**config.mk**
```make
export PLATFORM = sky130hd
export DESIGN_NAME = lfm_top
export DESIGN_NICKNAME = d
export VERILOG_FILES = /design/src/design/lfm_top.v
export VERILOG_INCLUDE_DIRS = /design/src /design/src/design
export SDC_FILE = /design/constraint.sdc
export NUM_CORES = 1
export LEC_CHECK = 0
export ABC_CLOCK_PERIOD_IN_PS = 2950
export BUFFER_PORTS_ARGS = -buffer_cell sky130_fd_sc_hd__buf_2
export CORE_MARGIN = 8
export CORE_UTILIZATION = 50
export DETAILED_ROUTE_END_ITERATION = 7
export GPL_TIMING_DRIVEN = 0
export HOLD_SLACK_MARGIN = 0.06
export PLACE_DENSITY_LB_ADDON = 0.12
export SLEW_MARGIN = 20
export SYNTH_ARGS = -nofsm -noshare
export SYNTH_HDL_FRONTEND = slang
export SYNTH_SLANG_ARGS = --single-unit
```
**constraint.sdc**
```tcl
create_clock -name clk_i -period 2.95 [get_ports clk_i]
set_input_delay 0 -clock clk_i [delete_from_list [all_inputs] [get_ports clk_i]]
set_output_delay 0 -clock clk_i [all_outputs]
set_load 0.005 [all_outputs]
```
**src/design/lfm_consts.vh**
```
// Purpose: Constants for the LCD frame and mode configuration block
// Assumes: Wishbone byte address is four times the register index
// Notes:   Timing figures in Hz; cycle counts derived in the module
`ifndef LFM_CONSTS_VH
`define LFM_CONSTS_VH

// Register indices, byte address = index * 4
`define LFM_IDX_MODE      14'h2400
`define LFM_IDX_RAIL      14'h2401
`define LFM_IDX_CONTRAST  14'h240d
`define LFM_IDX_STATUS    14'h2410

// Field positions
`define LFM_DIV_LSB       0
`define LFM_DIV_MSB       1
`define LFM_MUX_LSB       4
`define LFM_MUX_MSB       6
`define LFM_RAIL_LSB      6
`define LFM_RAIL_MSB      7
`define LFM_DAC_LSB       0
`define LFM_DAC_MSB       4

// Reset values
`define LFM_DIV_RST       2'h0
`define LFM_MUX_RST       3'h0
`define LFM_RAIL_RST      2'h0
`define LFM_DAC_RST       5'h00

// Divider codes
`define LFM_DIV_512       2'h0
`define LFM_DIV_256       2'h1
`define LFM_DIV_128       2'h2
`define LFM_DIV_64        2'h3

// Multiplex codes
`define LFM_MUX_4_THIRD   3'h0
`define LFM_MUX_3_THIRD   3'h1
`define LFM_MUX_2_HALF    3'h2
`define LFM_MUX_3_HALF    3'h3
`define LFM_MUX_STATIC    3'h4
`define LFM_MUX_5_THIRD   3'h5
`define LFM_MUX_6_THIRD   3'h6
`define LFM_MUX_BAD       3'h7

// Drive rail codes
`define LFM_RAIL_DIRECT   2'h0
`define LFM_RAIL_DAC      2'h1
`define LFM_RAIL_BOOST    2'h2
`define LFM_RAIL_EXT      2'h3

// Timing
`define LFM_REF_HZ        32768
`define LFM_CLK_HZ        250000000

`endif

```
**src/design/lfm_top.v**
```verilog
// Purpose: Frame clock, multiplex/bias and drive rail configuration
// Assumes: Classic Wishbone slave, 32-bit data, 250 MHz clk_i
// Notes:   Analog contrast transfer lives outside; only the code leaves here
`timescale 1ns/1ps
`include "lfm_consts.vh"

// Function
// - Frame clock is 32768 Hz divided by 512, 256, 128 or 64 per code.
// - Codes 000..011 give 4/3 states third bias, 2/3 states half bias.
// - Rail 11 external, 10 boost plus contrast DAC, 01 contrast DAC only.
// - Rail 00 keeps boost and contrast DAC off; rail from supply directly.
// - Five states turns one shared pin into common; six turns a second.
module lfm_top #(
    parameter REF_HZ = `LFM_REF_HZ,
    parameter CLK_HZ = `LFM_CLK_HZ
) (
    // Clock and reset
    input  wire        clk_i,
    input  wire        rst_i,
    // Wishbone slave
    input  wire        wb_cyc_i,
    input  wire        wb_stb_i,
    input  wire        wb_we_i,
    input  wire [15:0] wb_adr_i,
    input  wire [3:0]  wb_sel_i,
    input  wire [31:0] wb_dat_i,
    output wire [31:0] wb_dat_o,
    output wire        wb_ack_o,
    // Panel timing
    output wire        frame_tick_o,
    output wire [5:0]  common_active_o,
    output wire [2:0]  slot_o,
    output wire        bias_third_o,
    output wire        static_drive_o,
    output wire        mode_unsupported_o,
    output wire        shared_pin_fifth_common_o,
    output wire        shared_pin_sixth_common_o,
    // Drive rail
    output wire        boost_circuit_enable_o,
    output wire        contrast_dac_enable_o,
    output wire        external_rail_o,
    output wire [4:0]  contrast_level_o
);

    // Accumulator width covers CLK_HZ up to 2^28
    localparam [27:0] ACC_INC = REF_HZ[27:0];
    localparam [27:0] ACC_MOD = CLK_HZ[27:0];

    reg [1:0]  div_sel_ff;
    reg [2:0]  mux_sel_ff;
    reg [1:0]  rail_sel_ff;
    reg [4:0]  contrast_ff;
    reg [31:0] dat_ff;
    reg        ack_ff;
    reg [27:0] acc_ff;
    reg        ref_en_ff;
    reg [8:0]  fdiv_ff;
    reg        tick_ff;
    reg [2:0]  slot_ff;
    reg [5:0]  com_ff;
    reg        third_ff;
    reg        static_ff;
    reg        bad_ff;
    reg        pin5_ff;
    reg        pin6_ff;
    reg        boost_ff;
    reg        dac_ff;
    reg        ext_ff;

    wire        req;
    wire        wr;
    wire [13:0] idx;
    reg  [31:0] nxt_dat;
    reg  [2:0]  nxt_states;
    reg         nxt_third;
    reg         fdiv_hit;
    wire [28:0] acc_sum;

    assign req = wb_cyc_i & wb_stb_i & ~ack_ff;
    // Write lands on the edge where the master sees ack
    assign wr  = wb_cyc_i & wb_stb_i & ack_ff & wb_we_i & wb_sel_i[0];
    assign idx = wb_adr_i[15:2];

    // Register writes; narrow fields sit in byte lane 0
    always @(posedge clk_i) begin
        if (rst_i) begin
            div_sel_ff  <= `LFM_DIV_RST;
            mux_sel_ff  <= `LFM_MUX_RST;
            rail_sel_ff <= `LFM_RAIL_RST;
            contrast_ff <= `LFM_DAC_RST;
        end else if (wr) begin
            case (idx)
                `LFM_IDX_MODE: begin
                    div_sel_ff <= wb_dat_i[`LFM_DIV_MSB:`LFM_DIV_LSB];
                    mux_sel_ff <= wb_dat_i[`LFM_MUX_MSB:`LFM_MUX_LSB];
                end
                `LFM_IDX_RAIL: begin
                    rail_sel_ff <= wb_dat_i[`LFM_RAIL_MSB:`LFM_RAIL_LSB];
                end
                `LFM_IDX_CONTRAST: begin
                    contrast_ff <= wb_dat_i[`LFM_DAC_MSB:`LFM_DAC_LSB];
                end
                default: begin
                end
            endcase
        end
    end

    // Read mux; unmapped reads return zero
    always @* begin
        nxt_dat = 32'h0000_0000;
        case (idx)
            `LFM_IDX_MODE: begin
                nxt_dat[`LFM_DIV_MSB:`LFM_DIV_LSB] = div_sel_ff;
                nxt_dat[`LFM_MUX_MSB:`LFM_MUX_LSB] = mux_sel_ff;
            end
            `LFM_IDX_RAIL: begin
                nxt_dat[`LFM_RAIL_MSB:`LFM_RAIL_LSB] = rail_sel_ff;
            end
            `LFM_IDX_CONTRAST: begin
                nxt_dat[`LFM_DAC_MSB:`LFM_DAC_LSB] = contrast_ff;
            end
            `LFM_IDX_STATUS: begin
                nxt_dat[2:0] = slot_ff;
                nxt_dat[3]   = bad_ff;
                nxt_dat[4]   = third_ff;
                nxt_dat[5]   = static_ff;
            end
            default: begin
                nxt_dat = 32'h0000_0000;
            end
        endcase
    end

    // One-cycle ack, every address answered
    always @(posedge clk_i) begin
        if (rst_i) begin
            ack_ff <= 1'b0;
            dat_ff <= 32'h0000_0000;
        end else begin
            ack_ff <= req;
            if (req) begin
                dat_ff <= nxt_dat;
            end
        end
    end

    // Fractional accumulator: 32768 Hz is no integer fraction of clk_i
    assign acc_sum = {1'b0, acc_ff} + {1'b0, ACC_INC};

    always @(posedge clk_i) begin
        if (rst_i) begin
            acc_ff    <= 28'h0000000;
            ref_en_ff <= 1'b0;
        end else if (acc_sum >= {1'b0, ACC_MOD}) begin
            acc_ff    <= acc_sum[27:0] - ACC_MOD;
            ref_en_ff <= 1'b1;
        end else begin
            acc_ff    <= acc_sum[27:0];
            ref_en_ff <= 1'b0;
        end
    end

    // Power-of-two divider on the reference enable
    always @* begin
        case (div_sel_ff)
            `LFM_DIV_512: fdiv_hit = (fdiv_ff == 9'h1ff);
            `LFM_DIV_256: fdiv_hit = (fdiv_ff[7:0] == 8'hff);
            `LFM_DIV_128: fdiv_hit = (fdiv_ff[6:0] == 7'h7f);
            `LFM_DIV_64:  fdiv_hit = (fdiv_ff[5:0] == 6'h3f);
            default:      fdiv_hit = 1'b0;
        endcase
    end

    always @(posedge clk_i) begin
        if (rst_i) begin
            fdiv_ff <= 9'h000;
            tick_ff <= 1'b0;
        end else begin
            tick_ff <= ref_en_ff & fdiv_hit;
            if (ref_en_ff) begin
                fdiv_ff <= fdiv_ff + 9'h001;
            end
        end
    end

    // State count and bias per multiplex code
    always @* begin
        case (mux_sel_ff)
            `LFM_MUX_4_THIRD: begin
                nxt_states = 3'h4;
                nxt_third  = 1'b1;
            end
            `LFM_MUX_3_THIRD: begin
                nxt_states = 3'h3;
                nxt_third  = 1'b1;
            end
            `LFM_MUX_2_HALF: begin
                nxt_states = 3'h2;
                nxt_third  = 1'b0;
            end
            `LFM_MUX_3_HALF: begin
                nxt_states = 3'h3;
                nxt_third  = 1'b0;
            end
            `LFM_MUX_STATIC: begin
                nxt_states = 3'h1;
                nxt_third  = 1'b0;
            end
            `LFM_MUX_5_THIRD: begin
                nxt_states = 3'h5;
                nxt_third  = 1'b1;
            end
            `LFM_MUX_6_THIRD: begin
                nxt_states = 3'h6;
                nxt_third  = 1'b1;
            end
            default: begin
                nxt_states = 3'h0;
                nxt_third  = 1'b0;
            end
        endcase
    end

    // Slot sequencer; a mode change mid-frame restarts at slot 0 if out of range
    always @(posedge clk_i) begin
        if (rst_i) begin
            slot_ff <= 3'h0;
            com_ff  <= 6'h00;
        end else begin
            if (nxt_states == 3'h0) begin
                slot_ff <= 3'h0;
            end else if (slot_ff >= nxt_states) begin
                slot_ff <= 3'h0;
            end else if (tick_ff) begin
                if (slot_ff == nxt_states - 3'h1) begin
                    slot_ff <= 3'h0;
                end else begin
                    slot_ff <= slot_ff + 3'h1;
                end
            end
            if (nxt_states == 3'h0) begin
                com_ff <= 6'h00;
            end else begin
                com_ff <= 6'h01 << slot_ff;
            end
        end
    end

    // Mode decode and rail selection, registered
    always @(posedge clk_i) begin
        if (rst_i) begin
            third_ff  <= 1'b0;
            static_ff <= 1'b0;
            bad_ff    <= 1'b0;
            pin5_ff   <= 1'b0;
            pin6_ff   <= 1'b0;
            boost_ff  <= 1'b0;
            dac_ff    <= 1'b0;
            ext_ff    <= 1'b0;
        end else begin
            third_ff  <= nxt_third;
            static_ff <= (mux_sel_ff == `LFM_MUX_STATIC);
            bad_ff    <= (mux_sel_ff == `LFM_MUX_BAD);
            pin5_ff   <= (mux_sel_ff == `LFM_MUX_5_THIRD) |
                         (mux_sel_ff == `LFM_MUX_6_THIRD);
            pin6_ff   <= (mux_sel_ff == `LFM_MUX_6_THIRD);
            boost_ff  <= (rail_sel_ff == `LFM_RAIL_BOOST);
            dac_ff    <= (rail_sel_ff == `LFM_RAIL_BOOST) |
                         (rail_sel_ff == `LFM_RAIL_DAC);
            ext_ff    <= (rail_sel_ff == `LFM_RAIL_EXT);
        end
    end

    assign wb_dat_o                  = dat_ff;
    assign wb_ack_o                  = ack_ff;
    assign frame_tick_o              = tick_ff;
    assign common_active_o           = com_ff;
    assign slot_o                    = slot_ff;
    assign bias_third_o              = third_ff;
    assign static_drive_o            = static_ff;
    assign mode_unsupported_o        = bad_ff;
    assign shared_pin_fifth_common_o = pin5_ff;
    assign shared_pin_sixth_common_o = pin6_ff;
    assign boost_circuit_enable_o    = boost_ff;
    assign contrast_dac_enable_o     = dac_ff;
    assign external_rail_o           = ext_ff;
    assign contrast_level_o          = contrast_ff;

endmodule // lfm_top

```
### Yosys cells after proc, flatten, opt, wreduce, memory -nomap -nowiden

Index checks and enable logic that the tools add are counted.

* flip-flop bits (word level): 77
* latch bits: 0
* RAM bits: 0
* memory bits (read-only): 0
* output and inout port bits: 56
* logic and storage cells: 81
* memories: 0

* add/sub/neg operators: 5
* multipliers: 0
* divide/modulo/power cells: 0
* $lt $le $gt $ge: 2
* equal/unequal tests: 22
* shift-type cells: 1
* mux-type cells: 12
* bitwise gates (word level): 9
* reduce and logical (&&, ||, !) cells: 10

Operator list (number)
* == test 14 bit (second input constant): 4
* adder 28 x 16 -> 29 bit (second input constant): 1
* greater-or-equal comparator 29 x 28 -> 1 bit (second input constant): 1
* 2-to-1 mux 28 bit: 1
* subtractor 28 bit (second input constant): 1
* case mux 3 bit (6 select lines): 1
* == test 3 bit (second input constant): 4
* adder 9 x 1 -> 9 bit (second input constant): 1
* == test 9 bit (second input constant): 1
* == test 2 bit (second input constant): 4
* == test 8 bit (second input constant): 1
* == test 7 bit (second input constant): 1
* AND 1 bit: 6
* == test 3 x 2 -> 1 bit (second input constant): 2
* == test 6 bit (second input constant): 1
* logical NOT 3 bit: 2
* case mux 2 bit (3 select lines): 1
* AND reduction 2 bit: 3
* left shift 1 x 3 -> 6 bit (first input constant): 1
* == test 2 x 1 -> 1 bit (second input constant): 2
* case mux 1 bit (2 select lines): 2
* case mux 1 bit (4 select lines): 1
* case mux 2 bit (2 select lines): 1
* OR reduction 2 bit: 2
* 13 further kinds: 16

### Depth between registers and ports, before layout

Gate-level depths: netlist of run 1.

* word-level depth: 6
* gate-level depth with buffers: 12

### Least setup slack after synthesis of run 1

No wires, ideal clock.

* kind: register to register
* from: reg acc_ff[16]
* to: reg acc_ff[23]
* arrival: 2.169 ns
* data required time: 2.827 ns
* path slack: 0.657 ns
* stages on the path, launching flop included: 11
* path buffers: 2
* clock period less this slack: 2.293 ns
* cells stage by stage: dfxtp_1 ha_1 buf_2 nand3b_1 o41ai_1 nor3_2 and3b_1 a21oi_2 buf_6 o21ai_1 mux2_1

* word-level cells in the longest chain between the ends: 3
* elaborated cells on any way between the ends: 4

Ends and longest elaborated chain
* start: declaration: RTL line lfm_top.v:55 `reg [27:0] acc_ff;`
* start signal: assignment: RTL line lfm_top.v:156 `acc_ff <= acc_sum[27:0] - ACC_MOD;`
* start signal: assignment: RTL line lfm_top.v:159 `acc_ff <= acc_sum[27:0];`
* adder 28 x 16 -> 29 bit *: RTL line lfm_top.v:149 `assign acc_sum = {1'b0, acc_ff} + {1'b0, ACC_INC};`
* subtractor 28 bit or greater-or-equal comparator 29 x 28 -> 1 bit (tied branches): RTL line lfm_top.v:156, lfm_top.v:155
* 2-to-1 mux 28 bit *: RTL line lfm_top.v:155 `end else if (acc_sum >= {1'b0, ACC_MOD}) begin`

Every way passes the cells marked *; elsewhere a longest branch is shown, timed or not.
A chain may end at the register's enable or synchronous reset.

### Final worst setup path of run 1

* from: reg acc_ff[16]
* to: reg acc_ff[24]

The elaborated chain is that of the path after synthesis.

==> qor.csv, run 1 <==
stage;metric;value;unit
worst_setup_path;max_stage_delay;0.48;ns
route;dr_wl_met2;4640;um
power_and_ir_drop;p_int;1.35;mW
floorplanning;dieArea;0.0110;mm2
route;vias;3555;
global_route;grt_overflow;0;
worst_setup_path;startpoint;acc_ff[16];
synthesis;synthArstFlopShare;0;
floorplanning;initial_core_util;0.512;
status;outcome;finished, final reports clean;
sta;fin_crit_sh;0.924;
worst_setup_path;critPathArrivalTime;2.94;ns
route;drc_errors;0;
job;cap_violations;0;
floorplanning;core;0.00769;mm2
synthesis;synth_edf_count;0;
synthesis;yosysWarningCount;0;
route;drt-vias-per-instance;5.36;
sta;worst_slew_pin_slew;0.949;ns
placed_design;routabilityCongestion;0.869;
power_and_ir_drop;pwr-share-seq;0.518;
power_and_ir_drop;leakage;1.95;nW
power_and_ir_drop;clock_power_share;0.401;
sta;setup_violations;0;
cts;clock_tree.root_cell;clkbuf_8;
sta;tns;0;ns
sta;min_period;2.73;ns
worst_setup_path;required;3.16;ns
worst_setup_path;r2r-start;acc_ff[16];
global_route;grt_max_degree;16;
finish;final_common_cell;dfxtp_1;
synthesis;seq_area_frac_synth;0.356;
global_route;track_usage;0.182;
worst_setup_path;end_kind;register;
route;wl_met3;531;um
worst_setup_path;setup.worst_path.class;register to register;
synthesis;yosysUniqueCellTypes;70;
route;drt-total-wl;10000;um
synthesis;ys.flop_type;dfxtp_1;
power_and_ir_drop;sw_frac_of_total;0.274;
cts;clock_latency;0.34;ns
sta;finClkSkew;0.0112;ns
cts;clkTransAtPathRegs;0.09;ns
finish;area_growth;20.2;%
cts;cts_max_level;3;
finish;layout.nets;627;
cts;clock-sinks;70;
power_and_ir_drop;irDropWorstVdd;0.271;mV
sta;maxSlewHeadroom;0.363;
power_and_ir_drop;p_per_area;392;mW/mm2
floorplanning;rows;32;
worst_setup_path;startpoint_type;register;
cts;cts_inserted_buffers;9;
sta;max_freq;0.367;GHz
global_route;grt_pass1_wl;16900;um
floorplanning;die_h;105;um
placed_design;portBuffers;57;
synthesis;netlist_instances;455;
sta;maxSlewViolCount;0;
route;first_iter_violations;146;
placed_design;dp_cells;637;
cts;cts_setup_buffers;0;
synthesis;syn_area;0.00394;mm2
placed_design;hpwl;7470;um
worst_setup_path;cp_slowest_cell;dfxtp_1;
finish;layout_common_cells;dfxtp_1, buf_2, nor2_1;
sta;hold_violations;0;
synthesis;synth.ff_latch_count;70;
power_and_ir_drop;p_comb_frac;0.082;
synthesis;syn_avg_cell_area;8.65;um2
worst_setup_path;cp_cell_sequence;ha_1 -> buf_2 -> nand3b_1 -> o41ai_2 -> nor3_2 -> and3b_1 -> a21oi_2 -> buf_6 -> buf_8 -> nor4_1 -> nor3_1;
floorplanning;ios;113;
finish;antenna_cells;0;
route;drtAntennaViolNets;0;
route;drtPass1Iterations;5;
cts;cts_buffer_depth;2;
finish;layoutNonFillerInstCount;663;
global_route;antenna_found_initial;0;
cts;cts_tree;yes;
route;wire_per_inst;15.1;um
power_and_ir_drop;switchingPower;0.509;mW
worst_hold_path;hold_start;rst_i;
global_route;grt_pass1_vias;3451;
route;wl_met1;4720;um
floorplanning;fp.dieW;105;um
sta;rsz0062_at_grt;no;
finish;drive_gt1_frac;0.217;
worst_setup_path;path_max_fanout;10;
worst_hold_path;min_path_type;input pin to register;
route;dr.max_layer_used;met4;
## per-layer routing
metal / GRT usage / up-vias
li1: - / 1783
met1: 0.239 / 1653
met2: 0.293 / 104
met3: 0.0356 / 15
met4: 0.0591 / 0
met5: 0 / -
## state kept, by name, summed over array words and instances, names as in the netlist, 2 cells and up
name,flops
acc_ff,21
wb_dat_o,8
slot_o,3
rail_sel_ff,2
common_active_o,6
fdiv_ff,9
div_sel_ff,2
contrast_level_o,5
mux_sel_ff,3
## final timing paths
path / to / slack, ns / cells after the start
worst min-delay path: shared_pin_sixth_common_o / 0.07 / 3
worst max register to register: acc_ff[24] / 0.22 / 11
worst min register to register: wb_dat_o[7] / 0.48 / 2
worst max-delay path: acc_ff[24] / 0.22 / 11
## layout make-up
cell class              instances  area [um2]
fillers                       704        2960
multi-input cells             342        2210
flip-flops and latches         70        1400
repair buffers                 67         385
plain buffers                  48         354
well taps                     102         128
clock buffers                   9         124
inverters                      18        67.6
clock inverters                 7        63.8
## power by group through the flow
stage	logic [mW]	registers, mW	clock network, mW
3_5_place_dp	0.139	0.983	0
4_1_cts	0.149	0.961	0.753
5_1_grt	0.167	0.963	0.797
6_report	0.152	0.961	0.744
2_1_floorplan	0.0957	0.981	0
3_3_place_gp	0.137	0.983	0
## metrics by stage
stage	hold WS (ns)	cell area, um2	worst slack [ns]	power [mW]	utilization
after floorplan	0.147	4020	0.657	1.08	-
after global placement	0.243	4440	0.239	1.12	0.577
after detailed placement	0.262	4440	0.239	1.12	0.577
after CTS	0.0600	4720	0.208	1.86	0.615
after global routing	0.0781	4730	0.0220	1.93	0.616
final	0.0668	4730	0.223	1.86	0.616
## synth_stat cells, drive strengths merged, types with 2 or more instances
| library cell | n | area, um2 |
|---|---|---|
| a32oi | 2 | 17.5 |
| o22ai | 2 | 12.5 |
| nor4 | 6 | 37.5 |
| or2 | 5 | 31.3 |
| and2 | 3 | 18.8 |
| a22oi | 3 | 22.5 |
| nand4 | 10 | 77.6 |
| a311oi | 3 | 26.3 |
| nor2b | 13 | 81.3 |
| nand2 | 28 | 108 |
| xnor2 | 12 | 105 |
| nor3 | 14 | 80.1 |
| o311ai | 2 | 17.5 |
| a211oi | 7 | 52.6 |
| xor2 | 9 | 78.8 |
| nand3 | 14 | 70.1 |
| nor3b | 4 | 30.0 |
| mux2 | 2 | 22.5 |
| o31a | 2 | 17.5 |
| or3 | 2 | 12.5 |
| and3 | 8 | 50.1 |
| o21ai | 11 | 55.1 |
| inv | 18 | 67.6 |
| clkbuf | 16 | 104 |
| or4 | 6 | 48.8 |
| a21boi | 2 | 15.0 |
| mux2i | 20 | 200 |
| ha | 14 | 175 |
| buf | 31 | 241 |
| a31oi | 7 | 58.8 |
| nand3b | 3 | 22.5 |
| dfxtp | 70 | 1400 |
| o31ai | 8 | 60.1 |
| nand4b | 4 | 35.0 |
| a21o | 3 | 30.0 |
| nor4b | 2 | 17.5 |
| a21oi | 17 | 88.8 |
| nor2 | 56 | 210 |
## worst max-delay path: cells and delay by family (launching register included)
kind,cells,cell delay (ns)
flops,1,0.48
fa+ha+maj,1,0.32
simple gates,5,0.86
buf+inv,3,0.56
compound gates,2,0.37
## logic make-up after synthesis
group | share of synthesized area
and+or+nand+nor | 0.241
AOI/OAI and AO/OA | 0.147
DFF | 0.356
buffers and inverters | 0.107
muxes | 0.0566
xor gates and xnor gates | 0.0467
adders and majority gates | 0.0445
other | 0.000952
## repair_timing
action                     CTS  global route
gates resized for setup      0             2
setup endpoints to repair    0             8
hold endpoints to repair    13             0
hold buffers                10             0
No activity file was read; power rests on OpenSTA's default activity.
==> run 2: changes to the inputs <==
- RECOVER_POWER: unset -> 25
==> run 2 against run 1 <==
  * Routed wire length up 0.78%
  * First-iteration DRC count up 13%
  * Cell count unchanged
  * Count of clock-buffer cells in the layout unchanged
  * Combinational power about the same
  * Critical endpoint unchanged
==> qor.csv, run 2 (same netlist as run 1, synthesis figures left out) <==
stage;metric;value;unit;change
status;outcome;finished, final reports clean;;unchanged
floorplanning;die_h;105;um;unchanged
power_and_ir_drop;irDropWorstVdd;0.271;mV;about the same
route;first_iter_violations;165;;was 146
global_route;grt_overflow;0;;unchanged
sta;maxSlewViolCount;0;;unchanged
worst_setup_path;required;3.16;ns;about the same
power_and_ir_drop;leakage;1.87;nW;was 1.95 nW
finish;multi_input_area;0.00221;mm2;unchanged
cts;clock-sinks;70;;unchanged
worst_setup_path;startpoint;acc_ff[16];;unchanged
power_and_ir_drop;p_per_area;394;mW/mm2;was 392 mW/mm2
cts;cts_max_level;3;;unchanged
cts;cts_setup_buffers;0;;unchanged
finish;layout.nets;627;;unchanged
worst_setup_path;r2r-start;acc_ff[16];;unchanged
finish;n_fill_cell;713;;was 704
worst_setup_path;path_max_fanout;10;;unchanged
finish;final_common_cell;dfxtp_1;;unchanged
finish;antenna_cells;0;;unchanged
global_route;track_usage;0.182;;unchanged
worst_setup_path;setup.worst_path.class;register to register;;unchanged
placed_design;hpwl;7470;um;unchanged
floorplanning;rows;32;;unchanged
sta;min_period;2.74;ns;was 2.73 ns
global_route;grt_pass1_wl;16900;um;unchanged
finish;largest_register_ffs;21;;unchanged
global_route;antenna_found_initial;0;;unchanged
floorplanning;initial_core_util;0.512;;unchanged
route;vias;3554;;was 3555
placed_design;portBuffers;57;;unchanged
sta;worst_slew_pin_slew;0.931;ns;was 0.949 ns
sta;setup_violations;0;;unchanged
finish;layoutNonFillerInstCount;663;;unchanged
finish;area_growth;19.5;%;was 20.2%
cts;clkTransAtPathRegs;0.09;ns;about the same
global_route;grt_max_degree;16;;unchanged
finish;layout_common_cells;dfxtp_1, nor2_1, buf_2;;was dfxtp_1, buf_2, nor2_1
worst_setup_path;endpoint;acc_ff[24];;unchanged
floorplanning;ios;113;;unchanged
route;drtPass1Iterations;4;;was 5
sta;maxSlewHeadroom;0.374;;was 0.363
cts;cts_buffer_depth;2;;unchanged
placed_design;routabilityCongestion;0.869;;unchanged
worst_setup_path;startpoint_type;register;;unchanged
sta;finClkSkew;0.0105;ns;was 0.0112 ns
route;drtAntennaViolNets;0;;unchanged
route;drt-vias-per-instance;5.36;;about the same
sta;hold_violations;0;;unchanged
cts;cts_tree;yes;;unchanged
floorplanning;fp.dieW;105;um;unchanged
cts;cts_inserted_buffers;9;;unchanged
floorplanning;core;0.00769;mm2;unchanged
route;drt-total-wl;10100;um;was 10000 um
route;drc_errors;0;;unchanged
worst_setup_path;end_kind;register;;unchanged
job;cap_violations;0;;unchanged
sta;fin_crit_sh;0.928;;was 0.924
sta;rsz0062_at_grt;no;;unchanged
finish;drive_gt1_frac;0.182;;was 0.217
worst_setup_path;critPathArrivalTime;2.95;ns;was 2.94 ns
cts;clock_latency;0.34;ns;about the same
placed_design;dp_cells;637;;unchanged
worst_setup_path;regToRegEndpoint;acc_ff[24];;unchanged
floorplanning;dieArea;0.0110;mm2;unchanged
sta;tns;0;ns;unchanged
worst_hold_path;min_path_type;input pin to register;;unchanged
finish;largest_register;acc_ff;;unchanged
global_route;grt_pass1_vias;3451;;unchanged
route;wire_per_inst;15.3;um;was 15.1 um
sta;max_freq;0.365;GHz;was 0.367 GHz
worst_setup_path;reg2reg_setup_slack;0.21;ns;was 0.22 ns
finish;seqCellArea;0.00140;mm2;unchanged
worst_setup_path;reg2reg_depth;11;;unchanged
cts;clock_tree.root_cell;clkbuf_8;;unchanged
-- run 2: through the flow --
step / power, mW / util / hold slack, ns / setup slack, ns / cell area (um2)
finish: 1.85 / 0.612 / 0.0696 / 0.211 / 4710
global route: 1.93 / 0.612 / 0.0781 / 0.0220 / 4710
CTS: 1.86 / 0.615 / 0.0600 / 0.208 / 4720
detailed placement: 1.12 / 0.577 / 0.262 / 0.239 / 4440
global placement: 1.12 / 0.577 / 0.243 / 0.239 / 4440
floorplan: 1.08 / - / 0.147 / 0.657 / 4020
-- run 2: critical path: stages, from the launching register on --
cell and delay [ns]:
dfxtp_1 0.48, ha_1 0.32, buf_2 0.25, nand3b_1 0.14, o41ai_2 0.24, nor3_2 0.08, and3b_1 0.28, a21oi_2 0.12
buf_6 0.17, buf_8 0.14, nor4_1 0.28, nor3_1 0.10
-- run 2: worst min path at each step --
stage	from	endpoint	slack [ns]	depth (start not counted)
after floorplan	wb_dat_i[6]	rail_sel_ff[0]	0.15	2
after detailed placement	wb_dat_i[1]	div_sel_ff[1]	0.26	3
final	rst_i	shared_pin_sixth_common_o	0.07	3
after global routing	rst_i	shared_pin_sixth_common_o	0.08	3
after CTS	rst_i	shared_pin_sixth_common_o	0.06	3
after global placement	wb_dat_i[2]	contrast_level_o[2]	0.24	3
-- run 2: timing repair --
action	CTS	global route
endpoints found under the hold margin	13	0
hold buffers	10	0
resized for setup	0	2
endpoints found under the setup margin	0	8
-- run 2: layer usage --
metal | wire [um] | global-route usage | share of wire
met3 | 459 | 0.0356 | 0.045
met5 | 0 | 0 | 0
met2 | 4650 | 0.293 | 0.46
met4 | 158 | 0.0591 | 0.016
met1 | 4840 | 0.239 | 0.48
-- run 2: where the power goes --
part	switching, mW	leakage [nW]	internal (mW)	total, mW
clock	0.417	0.0903	0.324	0.741
sequential	0.00948	0.566	0.952	0.961
combinational	0.0801	1.21	0.0713	0.151
total	0.507	1.87	1.35	1.85
-- run 2: area by class of cell --
| cell class | instances | share of cell area |
|---|---|---|
| timing repair buffer | 67 | 0.0766 |
| clock inverter | 7 | 0.0136 |
| multi-input combinational | 342 | 0.469 |
| tap | 102 | 0.0271 |
| sequential | 70 | 0.298 |
| clock buffer | 9 | 0.0263 |
| inverter | 18 | 0.0144 |
| buffer | 48 | 0.0752 |
